### src/rtl/epu_defines.svh
`ifndef EPU_DEFINES_SVH
`define EPU_DEFINES_SVH

// opcodes
`define EPU_OP_ACTIVATE   8'h20
`define EPU_OP_UPD_CTRL1  8'h21
`define EPU_OP_UPD_CTRL2  8'h22
`define EPU_OP_WR_MONO    8'h24
`define EPU_OP_WR_RED     8'h26
`define EPU_OP_RD_RAM     8'h27
`define EPU_OP_RD_SELECT  8'h41

// reset values
`define EPU_CTRL1_RST     8'h00
`define EPU_STAGE_RST     8'hFF
`define EPU_CMD_RST       8'h00
`define EPU_DUMMY_BYTE    8'h00

// plane option codes, one nibble each
`define EPU_OPT_NORMAL    4'h0
`define EPU_OPT_ZERO      4'h4
`define EPU_OPT_INVERT    4'h8

// fields of the update-control-1 byte
`define EPU_MONO_OPT_MSB  3
`define EPU_MONO_OPT_LSB  0
`define EPU_RED_OPT_MSB   7
`define EPU_RED_OPT_LSB   4

// stage-select bit positions
`define EPU_STG_CLK_ON    7
`define EPU_STG_ANA_ON    6
`define EPU_STG_TEMP      5
`define EPU_STG_LUT       4
`define EPU_STG_MODE2     3
`define EPU_STG_DRIVE     2
`define EPU_STG_ANA_OFF   1
`define EPU_STG_OSC_OFF   0

// read-select parameter bit: 0 mono plane, 1 red plane
`define EPU_RDSEL_BIT     0

`endif

### src/rtl/epu_pkg.sv
package epu_pkg;

  typedef enum logic [0:0] {
    EPU_PLANE_MONO = 1'b0,
    EPU_PLANE_RED  = 1'b1
  } epu_plane_t;

  typedef enum logic [1:0] {
    EPU_SRC_NORMAL = 2'b00,
    EPU_SRC_ZERO   = 2'b01,
    EPU_SRC_INVERT = 2'b10,
    EPU_SRC_UNDEF  = 2'b11
  } epu_src_t;

  typedef enum logic [2:0] {
    EPU_SEQ_IDLE    = 3'b000,
    EPU_SEQ_CLK_ON  = 3'b001,
    EPU_SEQ_TEMP    = 3'b010,
    EPU_SEQ_LUT     = 3'b011,
    EPU_SEQ_ANA_ON  = 3'b100,
    EPU_SEQ_DRIVE   = 3'b101,
    EPU_SEQ_ANA_OFF = 3'b110,
    EPU_SEQ_OSC_OFF = 3'b111
  } epu_seq_t;

  typedef struct packed {
    epu_plane_t  plane;
    logic [13:0] addr;
    logic [7:0]  data;
  } epu_mem_wr_t;

endpackage

### src/rtl/epu_cmd.sv
`timescale 1ns/100ps
`default_nettype none
`include "epu_defines.svh"

module epu_cmd #(
  parameter int ADDR_W       = 14,
  parameter int MEM_BYTES    = 15000,
  parameter int STAGE_CYCLES = 16,
  parameter int FIFO_DEPTH   = 16
) (
  input  wire logic              clk_i,          // 125 MHz clock
  input  wire logic              rst_i,          // sync reset, high
  input  wire logic              byte_valid_i,   // host byte present
  input  wire logic              byte_dc_i,      // 0 opcode, 1 data
  input  wire logic [7:0]        byte_data_i,    // host byte
  output logic                   byte_ready_o,   // byte may be taken
  input  wire logic              rd_req_i,       // host read strobe
  output logic                   rd_valid_o,     // read byte pulse
  output logic      [7:0]        rd_data_o,      // read byte
  output logic                   mem_wr_valid_o, // memory write request
  output epu_pkg::epu_plane_t    mem_wr_plane_o, // write plane
  output logic      [ADDR_W-1:0] mem_wr_addr_o,  // write byte address
  output logic      [7:0]        mem_wr_data_o,  // write byte
  input  wire logic              mem_wr_ready_i, // memory takes write
  output logic                   mem_rd_req_o,   // memory read pulse
  output epu_pkg::epu_plane_t    mem_rd_plane_o, // read plane
  output logic      [ADDR_W-1:0] mem_rd_addr_o,  // read byte address
  input  wire logic [7:0]        mem_rd_data_i,  // data, cycle after req
  output epu_pkg::epu_src_t      mono_src_o,     // mono plane source
  output epu_pkg::epu_src_t      red_src_o,      // red plane source
  output logic      [7:0]        stage_sel_o,    // stored stage byte
  output logic                   busy_o,         // sequence running
  output logic                   clk_en_o,       // clock enabled
  output logic                   analog_en_o,    // analog enabled
  output logic                   temp_load_o,    // loading temperature
  output logic                   lut_load_o,     // loading waveform
  output logic                   drive_o,        // driving panel
  output logic                   mode2_o         // display mode 2
);

  localparam int SW = $clog2(STAGE_CYCLES + 1);

  function automatic epu_pkg::epu_src_t decode_opt(input logic [3:0] o);
    case (o)
      `EPU_OPT_NORMAL: decode_opt = epu_pkg::EPU_SRC_NORMAL;
      `EPU_OPT_ZERO:   decode_opt = epu_pkg::EPU_SRC_ZERO;
      `EPU_OPT_INVERT: decode_opt = epu_pkg::EPU_SRC_INVERT;
      default:         decode_opt = epu_pkg::EPU_SRC_UNDEF;
    endcase
  endfunction

  function automatic logic stage_on(input logic [2:0] s,
                                    input logic [7:0] sel);
    case (s)
      3'h1:    stage_on = sel[`EPU_STG_CLK_ON];
      3'h2:    stage_on = sel[`EPU_STG_TEMP];
      3'h3:    stage_on = sel[`EPU_STG_LUT];
      3'h4:    stage_on = sel[`EPU_STG_ANA_ON];
      3'h5:    stage_on = sel[`EPU_STG_DRIVE];
      3'h6:    stage_on = sel[`EPU_STG_ANA_OFF];
      3'h7:    stage_on = sel[`EPU_STG_OSC_OFF];
      default: stage_on = 1'b0;
    endcase
  endfunction

  // stages run in fixed order; disabled ones are skipped
  function automatic epu_pkg::epu_seq_t seq_next(input epu_pkg::epu_seq_t s,
                                                 input logic [7:0] sel);
    logic [2:0] i;
    logic       found;
    seq_next = epu_pkg::EPU_SEQ_IDLE;
    found    = 1'b0;
    for (int k = 1; k < 8; k++)
    begin
      i = 3'(k);
      if (!found && i > s && stage_on(i, sel))
      begin
        seq_next = epu_pkg::epu_seq_t'(i);
        found    = 1'b1;
      end
    end
  endfunction

  epu_pkg::epu_mem_wr_t fifo_in;
  epu_pkg::epu_mem_wr_t fifo_out;
  logic                 fifo_push;
  logic                 take;

  logic [7:0]           cmd;
  logic [7:0]           ctrl1;
  logic [7:0]           stage_sel;
  epu_pkg::epu_plane_t  rd_plane;
  logic [ADDR_W-1:0]    ptr;
  logic                 rd_first;
  logic                 rd_pend;
  logic                 rd_cap;
  epu_pkg::epu_seq_t    seq;
  logic [SW-1:0]        seq_cnt;
  logic [7:0]           run_sel;

  logic [7:0]           next_cmd;
  logic [7:0]           next_ctrl1;
  logic [7:0]           next_stage_sel;
  epu_pkg::epu_plane_t  next_rd_plane;
  logic [ADDR_W-1:0]    next_ptr;
  logic                 next_rd_first;
  logic                 next_rd_pend;
  logic                 next_rd_cap;
  epu_pkg::epu_seq_t    next_seq;
  logic [SW-1:0]        next_seq_cnt;
  logic [7:0]           next_run_sel;
  logic                 next_rd_valid;
  logic [7:0]           next_rd_data;
  logic                 next_mem_rd_req;
  logic                 next_clk_en;
  logic                 next_analog_en;
  logic [ADDR_W-1:0]    ptr_inc;

  always_comb
  begin
    take            = byte_valid_i && byte_ready_o;
    ptr_inc         = (ptr == ADDR_W'(MEM_BYTES - 1)) ? '0 : ptr + 1'b1;
    next_cmd        = cmd;
    next_ctrl1      = ctrl1;
    next_stage_sel  = stage_sel;
    next_rd_plane   = rd_plane;
    next_ptr        = ptr;
    next_rd_first   = rd_first;
    next_rd_pend    = rd_pend;
    next_rd_cap     = mem_rd_req_o;
    next_rd_valid   = 1'b0;
    next_rd_data    = rd_data_o;
    next_mem_rd_req = 1'b0;
    next_seq        = seq;
    next_seq_cnt    = seq_cnt;
    next_run_sel    = run_sel;
    fifo_push       = 1'b0;
    fifo_in.plane   = (cmd == `EPU_OP_WR_RED) ? epu_pkg::EPU_PLANE_RED
                                              : epu_pkg::EPU_PLANE_MONO;
    fifo_in.addr    = 14'(ptr);
    fifo_in.data    = byte_data_i;

    if (take && !byte_dc_i)
    begin
      next_cmd = byte_data_i;
      if (byte_data_i == `EPU_OP_WR_MONO || byte_data_i == `EPU_OP_WR_RED
          || byte_data_i == `EPU_OP_RD_RAM)
      begin
        next_ptr      = '0;
        next_rd_first = 1'b1;
        next_rd_pend  = 1'b0;
      end
      // a second activation while busy is ignored
      if (byte_data_i == `EPU_OP_ACTIVATE && seq == epu_pkg::EPU_SEQ_IDLE)
      begin
        next_run_sel = stage_sel;
        next_seq     = seq_next(epu_pkg::EPU_SEQ_IDLE, stage_sel);
        next_seq_cnt = '0;
      end
    end
    else if (take)
    begin
      case (cmd)
        `EPU_OP_UPD_CTRL1: next_ctrl1 = byte_data_i;
        `EPU_OP_UPD_CTRL2: next_stage_sel = byte_data_i;
        `EPU_OP_RD_SELECT:
          next_rd_plane = epu_pkg::epu_plane_t'(
                            byte_data_i[`EPU_RDSEL_BIT]);
        `EPU_OP_WR_MONO, `EPU_OP_WR_RED:
        begin
          fifo_push = 1'b1;
          next_ptr  = ptr_inc;
        end
        default: ;
      endcase
    end

    if (rd_req_i && cmd == `EPU_OP_RD_RAM && !rd_pend && (byte_dc_i || !take))
    begin
      if (rd_first)
      begin
        next_rd_first = 1'b0;
        next_rd_valid = 1'b1;
        next_rd_data  = `EPU_DUMMY_BYTE;
      end
      else
      begin
        next_mem_rd_req = 1'b1;
        next_rd_pend    = 1'b1;
        next_ptr        = ptr_inc;
      end
    end
    if (rd_cap)
    begin
      next_rd_valid = 1'b1;
      next_rd_data  = mem_rd_data_i;
      next_rd_pend  = 1'b0;
    end

    if (seq != epu_pkg::EPU_SEQ_IDLE)
    begin
      if (seq_cnt == SW'(STAGE_CYCLES - 1))
      begin
        next_seq     = seq_next(seq, run_sel);
        next_seq_cnt = '0;
      end
      else
        next_seq_cnt = seq_cnt + 1'b1;
    end

    next_clk_en    = clk_en_o;
    next_analog_en = analog_en_o;
    if (next_seq == epu_pkg::EPU_SEQ_CLK_ON)
      next_clk_en = 1'b1;
    if (next_seq == epu_pkg::EPU_SEQ_OSC_OFF)
      next_clk_en = 1'b0;
    if (next_seq == epu_pkg::EPU_SEQ_ANA_ON)
      next_analog_en = 1'b1;
    if (next_seq == epu_pkg::EPU_SEQ_ANA_OFF)
      next_analog_en = 1'b0;
  end

  always_ff @(posedge clk_i)
  begin
    if (rst_i)
    begin
      cmd            <= `EPU_CMD_RST;
      ctrl1          <= `EPU_CTRL1_RST;
      stage_sel      <= `EPU_STAGE_RST;
      rd_plane       <= epu_pkg::EPU_PLANE_MONO;
      ptr            <= '0;
      rd_first       <= 1'b1;
      rd_pend        <= 1'b0;
      rd_cap         <= 1'b0;
      seq            <= epu_pkg::EPU_SEQ_IDLE;
      seq_cnt        <= '0;
      run_sel        <= `EPU_STAGE_RST;
      rd_valid_o     <= 1'b0;
      rd_data_o      <= `EPU_DUMMY_BYTE;
      mem_rd_req_o   <= 1'b0;
      mem_rd_plane_o <= epu_pkg::EPU_PLANE_MONO;
      mem_rd_addr_o  <= '0;
      mono_src_o     <= epu_pkg::EPU_SRC_NORMAL;
      red_src_o      <= epu_pkg::EPU_SRC_NORMAL;
      stage_sel_o    <= `EPU_STAGE_RST;
      busy_o         <= 1'b0;
      clk_en_o       <= 1'b0;
      analog_en_o    <= 1'b0;
      temp_load_o    <= 1'b0;
      lut_load_o     <= 1'b0;
      drive_o        <= 1'b0;
      mode2_o        <= 1'b0;
    end
    else
    begin
      cmd            <= next_cmd;
      ctrl1          <= next_ctrl1;
      stage_sel      <= next_stage_sel;
      rd_plane       <= next_rd_plane;
      ptr            <= next_ptr;
      rd_first       <= next_rd_first;
      rd_pend        <= next_rd_pend;
      rd_cap         <= next_rd_cap;
      seq            <= next_seq;
      seq_cnt        <= next_seq_cnt;
      run_sel        <= next_run_sel;
      rd_valid_o     <= next_rd_valid;
      rd_data_o      <= next_rd_data;
      mem_rd_req_o   <= next_mem_rd_req;
      mem_rd_plane_o <= rd_plane;
      mem_rd_addr_o  <= ptr;
      mono_src_o     <= decode_opt(next_ctrl1[`EPU_MONO_OPT_MSB:
                                              `EPU_MONO_OPT_LSB]);
      red_src_o      <= decode_opt(next_ctrl1[`EPU_RED_OPT_MSB:
                                              `EPU_RED_OPT_LSB]);
      stage_sel_o    <= next_stage_sel;
      busy_o         <= next_seq != epu_pkg::EPU_SEQ_IDLE;
      clk_en_o       <= next_clk_en;
      analog_en_o    <= next_analog_en;
      temp_load_o    <= next_seq == epu_pkg::EPU_SEQ_TEMP;
      lut_load_o     <= next_seq == epu_pkg::EPU_SEQ_LUT;
      drive_o        <= next_seq == epu_pkg::EPU_SEQ_DRIVE;
      mode2_o        <= next_run_sel[`EPU_STG_MODE2];
    end
  end

  // pixel bytes are buffered so a slow memory stalls the host, not drops data
  epu_fifo #(
    .WIDTH ($bits(epu_pkg::epu_mem_wr_t)),
    .DEPTH (FIFO_DEPTH)
  ) u_fifo (
    .clk_i       (clk_i),
    .rst_i       (rst_i),
    .in_valid_i  (fifo_push),
    .in_data_i   (fifo_in),
    .in_ready_o  (byte_ready_o),
    .out_valid_o (mem_wr_valid_o),
    .out_data_o  (fifo_out),
    .out_ready_i (mem_wr_ready_i)
  );

  assign mem_wr_plane_o = fifo_out.plane;
  assign mem_wr_addr_o  = ADDR_W'(fifo_out.addr);
  assign mem_wr_data_o  = fifo_out.data;

endmodule

`default_nettype wire

### src/rtl/epu_fifo.sv
`timescale 1ns/100ps
`default_nettype none

// output word and ready come from registers; holds DEPTH words plus one
module epu_fifo #(
  parameter int WIDTH = 23,
  parameter int DEPTH = 16
) (
  input  wire logic             clk_i,       // clock
  input  wire logic             rst_i,       // sync reset, high
  input  wire logic             in_valid_i,  // write request
  input  wire logic [WIDTH-1:0] in_data_i,   // write word
  output logic                  in_ready_o,  // room for a word
  output logic                  out_valid_o, // word on output
  output logic      [WIDTH-1:0] out_data_o,  // output word
  input  wire logic             out_ready_i  // consumer takes word
);

  localparam int AW = $clog2(DEPTH);

  logic [WIDTH-1:0] store [DEPTH];
  logic [AW-1:0]    wr_ptr;
  logic [AW-1:0]    rd_ptr;
  logic [AW:0]      count;
  logic [AW-1:0]    next_wr_ptr;
  logic [AW-1:0]    next_rd_ptr;
  logic [AW:0]      next_count;
  logic             next_out_valid;
  logic             next_in_ready;
  logic             push;
  logic             pop;

  always_comb
  begin
    push           = in_valid_i && in_ready_o;
    pop            = (!out_valid_o || out_ready_i) && (count != '0);
    next_wr_ptr    = push ? wr_ptr + 1'b1 : wr_ptr;
    next_rd_ptr    = pop ? rd_ptr + 1'b1 : rd_ptr;
    next_count     = count + {{AW{1'b0}}, push} - {{AW{1'b0}}, pop};
    next_out_valid = pop || (out_valid_o && !out_ready_i);
    next_in_ready  = next_count < (AW+1)'(DEPTH);
  end

  always_ff @(posedge clk_i)
  begin
    if (push)
      store[wr_ptr] <= in_data_i;
    if (pop)
      out_data_o <= store[rd_ptr];
    if (rst_i)
    begin
      wr_ptr      <= '0;
      rd_ptr      <= '0;
      count       <= '0;
      out_valid_o <= 1'b0;
      in_ready_o  <= 1'b0;
    end
    else
    begin
      wr_ptr      <= next_wr_ptr;
      rd_ptr      <= next_rd_ptr;
      count       <= next_count;
      out_valid_o <= next_out_valid;
      in_ready_o  <= next_in_ready;
    end
  end

endmodule

`default_nettype wire

### config.mk
export PLATFORM = sky130hd
export DESIGN_NAME = epu_cmd
export DESIGN_NICKNAME = d
export VERILOG_FILES = /design/src/rtl/epu_pkg.sv /design/src/rtl/epu_cmd.sv /design/src/rtl/epu_fifo.sv
export VERILOG_INCLUDE_DIRS = /design/src /design/src/rtl
export SDC_FILE = /design/constraint.sdc
export NUM_CORES = 1
export LEC_CHECK = 0
export BUFFER_PORTS_ARGS = -buffer_cell sky130_fd_sc_hd__buf_2
export CAP_MARGIN = 20
export CORE_ASPECT_RATIO = 1.1
export CORE_MARGIN = 4
export CORE_UTILIZATION = 61
export DETAILED_ROUTE_END_ITERATION = 8
export PLACE_DENSITY = 0.88
export SYNTH_ARGS = -nofsm -noshare
export SYNTH_HDL_FRONTEND = slang
export SYNTH_SLANG_ARGS = --single-unit
### constraint.sdc
create_clock -name clk_i -period 4.2 [get_ports clk_i]
set_clock_uncertainty 0.05 [all_clocks]
set_input_delay 0.21 -clock clk_i [delete_from_list [all_inputs] [get_ports clk_i]]
set_output_delay 0.21 -clock clk_i [all_outputs]
set_load 0.05 [all_outputs]
==> reports/results.txt, run 1 <==
Worst setup endpoint -> u_fifo.in_ready_o
ranking of synthesized cells by area -> edfxtp_1 61%, mux4_2 14%, dfxtp_1 11%
most frequent cells in the layout -> 391 x edfxtp_1, 115 x mux4_2, 106 x dfxtp_1
CTS buffer count -> 47
Final Max Slew Viols -> 0
footprint of the multi-input gates -> 4990 µm²
commonest non-fill, non-tap cell in the layout -> edfxtp_1
global route overflow -> 0
ys async rst share -> 0%
fin cells -> 1629
Sw Ratio -> 26.6%
Initial Util -> 62.4%
TritonCTS Sinks -> 500
Syn Area/Cell -> 18.0 µm²
vias per cell -> 6.53
Rows -> 67
worst path required time -> 4.54 ns
CP max FO -> 28
DRC -> 0
Crit path max-delay family -> simple AND/OR/NAND/NOR gates
Critical Path Stages -> 15
Final Hold Fails -> 0
Synth area leader -> edfxtp_1
post-CTS setup repair buffer count -> 0
DP Cell Count -> 1537
Yosys top cell area share -> 61.3%
vias -> 10600
First DRT Iteration DRCs -> 1215
adder-cell share of the synthesized area -> 0.954%
Comb pwr share -> 16.5%
number of max-cap violations -> 0
CTS tree -> yes
vias in the first global route -> 10900
sequential cell area fraction in the yosys report -> 72.7%
Max-slew headroom -> 26.6%
cells on worst reg2reg path -> 15
ys flop type -> edfxtp_1
crit path DAT -> 3.77 ns
WL final -> 45.4 mm
RSZ-0062 raised after global routing -> false
clock tree root driver cell -> clkbuf_16
setup violators final -> 0
Antenna diodes -> 0
HPWL after detailed placement -> 24.2 mm
crit-path max cell delay -> 0.86 ns
Max H-tree Level -> 2
number of synthesized flops with an enable pin -> 391
mux share of post-synthesis cell area -> 14.2%
reg2reg end -> u_fifo.in_ready_o
Clk pwr share -> 34.3%
Peak VDD IR -> 0.000337 V
FF+latch area -> 13900 µm²
startpoint types -> flop
Compound-Gate Fraction of Synth Area -> 3.71%
min Tclk post-route -> 3.43 ns
Crit-path slowest cell -> nor2b_4
initial antenna violation count -> 0
most frequent CP cell -> inv_1
number of gates resized after cts -> 0
clk_lat worst skew -> 0.55 ns
pin count of the biggest net entering global routing -> 106
Layout Nets -> 1218
Yosys cell types -> 53
chip width -> 177 µm
sum of negative setup slack -> 0 ns
Final period util -> 81.6%
synth warn -> 0
first-pass GRT wire length -> 69.2 mm
Post-Synth XOR/XNOR Area -> 0.458%
Reg clk slew, reported paths -> 0.06 ns
io pins -> 91
share of layout cells above drive strength 1 -> 26.5%
Power Density -> 534 nW/µm²
run status -> complete, no violations
die span in y -> 194 µm
syn_nets -> 1098
HP Class -> in2reg
slew at the pin closest to its max-slew limit -> 1.10 ns
GRT Total Usage -> 27.0%
wire length per cell -> 27.9 µm
Routed Antenna Nets -> 0
synthesized instance count -> 1062
core footprint -> 30700 µm²
Static Leak -> 7.83 nW
FMAX -> 0.292 GHz
fillers -> 1838
CP Capture Type -> flop
Port-buffer cells -> 90
Layout area overhead -> 13.5%
FF+latch count, synth -> 500
Simple-Gate Fraction of Synth Area -> 6.46%
crit path from -> u_fifo.count[2]
Hold Crit Start -> rd_req_i
Max clock buf depth -> 3
RR Startpoint -> u_fifo.count[2]
NetSw -> 0.00308 W
synthesized area -> 19100 µm²
critical path type -> reg2reg
Worst R2R Setup Slack -> 0.77 ns
crit-path cells -> inv_1 > ha_1 > nor4b_1 > nor2b_4 > ha_1 > inv_1 > ha_1 > inv_1 > fa_1 > inv_1 > a21oi_1 > nor2_1 > nor2_1 > xnor2_1 > nor2b_1
Buf+Inv Stages, Crit Path -> 4
largest family of logic cells by synthesized area -> multiplexers
gpl congestion -> 0.837
total die area -> 34300 µm²
internal power -> 0.00851 W
fin util -> 70.8%
Sequential Power Share -> 49.2%
DR pass1 iterations -> 5
==> per-stage QoR <==
stage	instance area (µm²)	total power, W	hold slack, ns	setup slack [ns]
after floorplan	19100	0.00719	0.243	0.566
after global placement	20200	0.00765	0.390	0.888
after detailed placement	20200	0.00770	0.402	0.786
after CTS	21700	0.0116	0.0333	0.748
after global routing	21700	0.0120	0.0857	0.487
final	21700	0.0116	0.0361	0.771
==> cell usage after synthesis, types with 4 or more instances <==
library cell and instances:
buf_1 14, nand3_1 5, nor4_1 11, edfxtp_1 391
a311oi_1 5, xor2_1 6, clkbuf_1 32, nand2b_1 9
inv_1 17, a22oi_1 11, ha_1 13, nand3b_1 5
and3_1 4, nor2_1 72, xnor2_1 4, mux2i_1 13
a31oi_1 6, a21oi_1 38, nand4b_1 5, nand2_1 33
mux4_2 115, a211o_1 15, o21ai_0 12, dfxtp_1 109
buf_2 9, nand4_1 6, nor3_1 28, a21o_1 4
nor2b_1 35
==> cell type report <==
type | instances | share of cell area (%)
Timing Repair Buffer | 126 | 3.61
Sequential cell | 500 | 64.2
Multi-Input combinational cell | 490 | 23.0
Clock inverter | 18 | 0.519
Clock buffer | 64 | 6.04
Inverter | 17 | 0.294
Tap cell | 414 | 2.39
==> flip-flops by register name (all words and copies together) (netlist names), 2 cells and up <==
| name | cells |
|---|---|
| u_fifo.store | 368 |
| u_fifo.out_data_o | 23 |
| mem_rd_addr_o | 14 |
| ptr | 14 |
| cmd | 8 |
| ctrl1 | 8 |
| rd_data_o | 8 |
| run_sel | 8 |
| stage_sel | 8 |
| seq_cnt | 5 |
| u_fifo.count | 5 |
| u_fifo.rd_ptr | 4 |
| u_fifo.wr_ptr | 4 |
| seq | 3 |
| mono_src_o | 2 |
| red_src_o | 2 |
==> power groups by stage <==
stage / Clock (W) / Combinational (W) / Sequential [W]
final: 0.00398 / 0.00191 / 0.00570
after CTS: 0.00401 / 0.00193 / 0.00570
after floorplan: 0 / 0.00115 / 0.00605
after global routing: 0.00425 / 0.00204 / 0.00572
after detailed placement: 0 / 0.00190 / 0.00580
after global placement: 0 / 0.00185 / 0.00580
==> tightest hold or removal path: cells and delay by family <==
kind                   cells  cell delay (ns)
AND/OR/NAND/NOR            4             0.27
buffers and inverters      1             0.10
==> repair_timing <==
item,CTS,global route
endpoints found under the hold margin,9,0
hold buffers,9,0
setup endpoints to repair,0,0
==> logic make-up (layout without fill, tap and decap cells) <==
logic type	Yosys count	count (layout)
AO/OA/AOI/OAI	107	107
flip-flops	500	500
buffers and inverters	72	225
adder cells (fa/ha/maj)	14	14
XOR/XNOR	10	10
multiplexers	128	128
AND/OR/NAND/NOR	231	231
==> metal layers <==
metal	wire length, µm	up-vias	global-route usage (%)
met5	0	-	0
met4	1600	0	8.43
met3	3540	94	4.31
met2	23500	611	45.9
met1	16800	5462	36.4
li1	-	4464	-
==> worst min path at each step <==
| stage | endpoint | depth (start not counted) | slack [ns] |
|---|---|---|---|
| 5_1_grt | u_fifo.store[2][5] | 1 | 0.09 |
| 6_report | mem_rd_req_o | 5 | 0.04 |
| 3_3_place_gp | ctrl1[3] | 2 | 0.39 |
| 4_1_cts | mem_rd_req_o | 5 | 0.03 |
| 3_5_place_dp | ctrl1[6] | 2 | 0.40 |
| 2_1_floorplan | mem_rd_addr_o[6] | 1 | 0.24 |
Power figures use the tool's default switching activity.
==> run 2, diff against run 1 <==
ABC_AREA = 1   (was default)
clock period = 3.2 ns   (was 4.2 ns; I/O delays follow)
==> run 2 against run 1 <==
  * Clock power increased by 35%
  * Utilization about the same
  * Sequential power up 29%
  * Sequential cell count did not move
  * Clock-buffer cell count did not move
  * Critical path depth down 1
==> reports/results.txt, run 2 <==
Routed Antenna Nets -> 0 (unchanged)
Yosys top cell area share -> 59.5% (-1.9 points)
sequential cell area fraction in the yosys report -> 70.5% (-2.2 points)
FMAX -> 0.358 GHz (+23%)
top-count cell post-synth -> edfxtp_1
Final Hold Fails -> 0 (unchanged)
Port-buffer cells -> 90 (unchanged)
Worst R2R Setup Slack -> 0.41 ns (-0.36 ns)
slew at the pin closest to its max-slew limit -> 1.10 ns (-0.00325 ns)
core footprint -> 31700 µm² (+3.2%)
number of synthesized flops with an enable pin -> 391 (unchanged)
CP Capture Type -> flop
met1 GRT Util -> 36.5% (about the same)
Final Max Slew Viols -> 0 (unchanged)
clk_lat worst skew -> 0.55 ns (about the same)
Layout Nets -> 1797 (+48%)
gpl congestion -> 0.835 (-0.22%)
Final period util -> 87.3% (+5.6 points)
First DRT Iteration DRCs -> 2048 (+69%)
pin count of the biggest net entering global routing -> 188 (+77%)
Hold Path Cell Cnt -> 1 (-4)
ys async rst share -> 0% (unchanged)
synthesized instance count -> 1657 (+56%)
io pins -> 91 (unchanged)
reg2reg end -> u_fifo.in_ready_o
post-CTS setup repair buffer count -> 0 (unchanged)
Peak VDD IR -> 0.000560 V (+66%)
total die area -> 35300 µm² (+3.0%)
design area -> 22400 µm² (+3.2%)
GRT Total Usage -> 27.1% (+0.14 points)
global route overflow -> 0 (unchanged)
first-pass GRT wire length -> 76.2 mm (+10%)
initial antenna violation count -> 0 (unchanged)
cells on worst reg2reg path -> 14 (-1)
crit path DAT -> 3.23 ns (-0.54 ns)
clock tree root driver cell -> clkbuf_16
Syn Area/Cell -> 11.9 µm² (-34%)
Largest regs -> u_fifo.store: 368 flops, u_fifo.out_data_o: 23 flops
placed cell area -> 20800 µm² (+3.0%)
wire length per cell -> 22.2 µm (-21%)
Rows -> 68 (+1.5%)
largest reg by FF count -> u_fifo.store
CP max FO -> 8 (-71%)
Max-slew headroom -> 27.0% (+0.37 points)
critical path type -> reg2reg
commonest non-fill, non-tap cell in the layout -> edfxtp_1
Hold Crit Start -> byte_data_i[2]
Layout area overhead -> 13.5% (about the same)
syn_nets -> 1693 (+54%)
Antenna diodes -> 0 (unchanged)
CTS tree -> yes
Worst Hold End -> u_fifo.store[15][2]
run status -> complete, no violations
crit-path max cell delay -> 0.39 ns (-0.47 ns)
chip width -> 180 µm (+1.5%)
Crit-path slowest cell -> fa_1
worst path required time -> 3.63 ns (-0.91 ns)
DRC -> 0 (unchanged)
ys flop type -> edfxtp_1
Initial Util -> 62.4% (about the same)
CTS buffer count -> 46 (-2.1%)
most frequent cells in the layout -> 391 x edfxtp_1, 264 x nor2_1, 221 x o21ai_0
RR Startpoint -> cmd[6]
HPWL after detailed placement -> 28.0 mm (+16%)
max reg flops -> 368 (unchanged)
WL final -> 49.2 mm (+8.2%)
Max H-tree Level -> 2 (unchanged)
vias per cell -> 6.40 (-1.9%)
number of max-cap violations -> 0 (unchanged)
vias -> 14200 (+34%)
DR pass1 iterations -> 7 (+2)
Hold WS -> 0.0380 ns (+0.00192 ns)
RSZ-0062 raised after global routing -> false
die span in y -> 197 µm (+1.5%)
setup violators final -> 0 (unchanged)
Pwr Total -> 0.0165 W (+42%)
FF+latch count, synth -> 500 (unchanged)
Power Density -> 737 nW/µm² (+38%)
Synth top cells by count -> 391 x edfxtp_1, 281 x nor2_1, 221 x o21ai_0
startpoint types -> flop
Max clock buf depth -> 3 (unchanged)
synthesized area -> 19700 µm² (+3.1%)
GR Util met3 -> 4.82% (+0.51 points)
Synth area leader -> edfxtp_1
share of layout cells above drive strength 1 -> 14.9% (-12 points)
synth warn -> 0 (unchanged)
Yosys cell types -> 48 (-9.4%)
vias in the first global route -> 13900 (+27%)
min Tclk post-route -> 2.79 ns (-0.637 ns)
met2 Use GR -> 45.4% (-0.53 points)
Reg clk slew, reported paths -> 0.06 ns (about the same)
TritonCTS Sinks -> 500 (unchanged)
Static Leak -> 8.21 nW (+4.9%)
ranking of synthesized cells by area -> edfxtp_1 59%, dfxtp_1 11%, o21ai_0 5.6%
HP Class -> in2reg
crit-path cells -> inv_1 > nand4_1 > nor2_1 > nand3_2 > inv_1 > ha_1 > inv_1 > fa_1 > nor2_1 > nor2_1 > o21bai_1 > xnor2_1 > inv_1 > nor2_1
Most Crowded Layer GR -> met2
sum of negative setup slack -> 0 ns (unchanged)
==> run 2: where the power goes <==
group	switching, W	internal (W)
combinational	0.00286	0.000935
clock	0.00229	0.00308
sequential	0.0000836	0.00726
total	0.00523	0.0113
==> run 2: repair_timing <==
item                      4_1_cts  5_1_grt
hold endpoints to repair       19        0
resized for setup               0        0
hold buffers                   14        0
==> run 2: stage by stage <==
stage	util, %	setup WS [ns]	instances
6_report	70.8	0.407	2218
5_1_grt	70.8	0.163	2218
4_1_cts	70.8	0.468	2218
3_5_place_dp	65.7	0.528	2119
3_3_place_gp	65.7	0.657	2119
2_1_floorplan	-	0.132	1657
==> run 2: worst max path at each step <==
stage	from	to	slack, ns
after detailed placement	cmd[6]	u_fifo.in_ready_o	0.53
after CTS	cmd[6]	u_fifo.in_ready_o	0.47
after global placement	cmd[6]	u_fifo.in_ready_o	0.66
after global routing	cmd[6]	u_fifo.in_ready_o	0.16
after floorplan	u_fifo.out_valid_o	u_fifo.in_ready_o	0.13
final	cmd[6]	u_fifo.in_ready_o	0.41
==> run 2: cell families (layout without fill, tap and decap cells) <==
group,Yosys count,in the layout,synth area share (%)
adder cells (fa/ha/maj),14,14,0.925
XOR/XNOR,3,3,0.133
buffers and inverters,188,329,3.69
AND/OR/NAND/NOR,533,533,11.8
flip-flops,500,500,70.5
AO/OA/AOI/OAI,419,419,12.9
==> run 2: area by class of cell <==
type                    count  area [µm²]
clock buffers              64        1290
clock inverters            21         181
fillers                  2011        9250
inverters                  97         372
multi-input cells         969        5150
flip-flops and latches    500       13900
well taps                 420         526
repair buffers            147         951
==> run 2: critical path: cells and delay by family, from the launching register on <==
kind	cells	cell delay, ns
AOI/OAI and AO/OA	1	0.14
xor gates and xnor gates	1	0.16
adders and majority gates	2	0.62
buffers and inverters	4	0.51
DFF	1	0.30
and+or+nand+nor	6	0.96
==> run 2: metal layers <==
metal	vias up	share of wire, %
met2	1086	49
met4	0	3.6
met5	-	0
li1	6218	-
met3	160	11
met1	6735	36
==> run 3, diff against run 2 <==
CELL_PAD_IN_SITES_DETAIL_PLACEMENT = 1   (was default)
CELL_PAD_IN_SITES_GLOBAL_PLACEMENT = 2   (was default)
CORE_UTILIZATION = 42   (was 61)
==> run 3 against run 2 <==
  * Die area grew 43%
  * Sequential power is essentially flat
  * Setup slack gained 0.16 ns
  * Sequential cell count is the same
  * Utilization shrank 21 points
  * Total power grew 6.8%
  * Register-to-register slack gained 0.16 ns
  * Critical path type unchanged
  * Critical endpoint unchanged
  * Largest power group unchanged
==> reports/results.txt, run 3 (same netlist as run 2, synthesis figures left out) <==
run status -> complete, no violations
min Tclk post-route -> 2.63 ns (-0.161 ns)
Antenna diodes -> 0 (unchanged)
Static Leak -> 8.45 nW (+3.0%)
CP Capture Type -> flop
worst path required time -> 3.67 ns (+0.04 ns)
Power Density -> 762 nW/µm² (+3.5%)
RR Startpoint -> u_fifo.count[3]
Layout area overhead -> 17.2%
largest reg by FF count -> u_fifo.store
Max H-tree Level -> 2 (unchanged)
Crit path max-delay family -> adder cells
Final Hold Fails -> 0 (unchanged)
io pins -> 91 (unchanged)
Peak VDD IR -> 0.000442 V (-21%)
DR pass1 iterations -> 5 (-2)
Max clock buf depth -> 3 (unchanged)
HP Class -> in2reg
die span in y -> 235 µm (+20%)
Buf+Inv Stages, Crit Path -> 4 (unchanged)
CTS buffer count -> 52 (+13%)
startpoint types -> flop
max reg flops -> 368 (unchanged)
crit-path max cell delay -> 0.40 ns (about the same)
Worst R2R Setup Slack -> 0.57 ns (+0.16 ns)
first-pass GRT wire length -> 86.5 mm (+13%)
gpl congestion -> 0.807 (-3.3%)
Initial Util -> 42.3% (-20 points)
setup violators final -> 0 (unchanged)
number of gates resized after cts -> 0 (unchanged)
CTS tree -> yes
GRT Total Usage -> 21.9% (-5.3 points)
vias per cell -> 5.69 (-11%)
most frequent cells in the layout -> 391 x edfxtp_1, 264 x nor2_1, 221 x o21ai_0
crit path from -> u_fifo.count[3]
TritonCTS Sinks -> 500 (unchanged)
Layout Nets -> 1818 (+1.2%)
Port-buffer cells -> 90 (unchanged)
Hold Crit Start -> byte_dc_i
Rows -> 83 (+22%)
Crit-path slowest cell -> fa_1
commonest non-fill, non-tap cell in the layout -> edfxtp_1
total die area -> 50500 µm² (+43%)
crit path DAT -> 3.10 ns (-0.13 ns)
global route overflow -> 0 (unchanged)
Pwr Total -> 0.0176 W (+6.8%)
HPWL after detailed placement -> 33.7 mm (+20%)
RSZ-0062 raised after global routing -> false
slew at the pin closest to its max-slew limit -> 0.864 ns (-0.231 ns)
initial antenna violation count -> 1 (+1)
CP max FO -> 3 (-5)
critical path type -> reg2reg
fillers -> 4815 (+140%)
clock tree root driver cell -> clkbuf_16
core footprint -> 46600 µm² (+47%)
vias -> 13800 (-3.0%)
Max-slew headroom -> 42.4% (+15 points)
sum of negative setup slack -> 0 ns (unchanged)
Reg clk slew, reported paths -> 0.06 ns (about the same)
Routed Antenna Nets -> 0 (unchanged)
Final period util -> 82.2% (-5.0 points)
clk_lat worst skew -> 0.60 ns (+0.05 ns)
WL final -> 56.1 mm (+14%)
First DRT Iteration DRCs -> 1242 (-39%)
share of layout cells above drive strength 1 -> 16.2% (+1.3 points)
number of max-cap violations -> 0 (unchanged)
wire length per cell -> 23.2 µm (+4.6%)
Largest regs -> u_fifo.store: 368 flops, u_fifo.out_data_o: 23 flops
DRC -> 0 (unchanged)
chip width -> 215 µm (+20%)
crit-path cells -> inv_1 > ha_1 > nand3_1 > nor2_1 > nor2_4 > ha_1 > inv_1 > ha_1 > inv_1 > fa_1 > nor2_1 > nor2_1 > o21bai_1 > xnor2_1 > inv_1 > nor2_1
FMAX -> 0.380 GHz (+6.1%)
Final Max Slew Viols -> 0 (unchanged)
pin count of the biggest net entering global routing -> 188 (unchanged)
vias in the first global route -> 14700 (+5.6%)
==> run 3: worst min-delay path: stages <==
cell and delay [ns]:
buf_2 0.10, inv_1 0.07, nor2_1 0.07, inv_2 0.05
nor2_1 0.04, nand2_1 0.08, a21oi_1 0.06
==> run 3: final timing paths <==
path | endpoint | cells after the start
setup / recovery | u_fifo.in_ready_o | 16
hold reg to reg | mem_rd_plane_o | 2
hold / removal | rd_plane | 7
setup reg to reg | u_fifo.in_ready_o | 16
==> run 3: final cells by class <==
class                      instances  area [µm²]  share of cell area [%]
timing repair buffer             162        1130                    4.90
inverter                          97         372                    1.61
multi-input combinational        969        5140                    22.2
sequential                       500       13900                    60.2
clock buffer                      63        1400                    6.07
clock inverter                    35         410                    1.77
tap                              595         744                    3.22
==> run 3: where the power goes <==
part | internal (W) | switching, W
Sequential | 0.00726 | 0.0000986
Combinational | 0.000980 | 0.00286
Clock | 0.00385 | 0.00258
==> run 3: timing repair <==
item	4_1_cts	5_1_grt
hold buffers	19	0
setup buffers	0	0
hold endpoints to repair	128	0
==> run 3: metal layers <==
metal  track usage [%]  routed length, µm
met1              29.1              23800
met2              36.9              27600
met3              3.92               3290
met4              6.37               1430
met5                 0                 13
==> run 3: stage by stage <==
stage / area [µm²] / hold slack (ns) / setup slack, ns / utilization [%] / instances
finish: 23100 / 0.0356 / 0.569 / 49.6 / 2421
global route: 23100 / 0.0615 / 0.258 / 49.6 / 2421
floorplan: 19700 / 0.194 / 0.132 / - / 1657
global placement: 21100 / 0.364 / 0.638 / 45.3 / 2303
CTS: 23100 / 0.0106 / 0.542 / 49.6 / 2421
detailed placement: 21100 / 0.373 / 0.572 / 45.3 / 2304
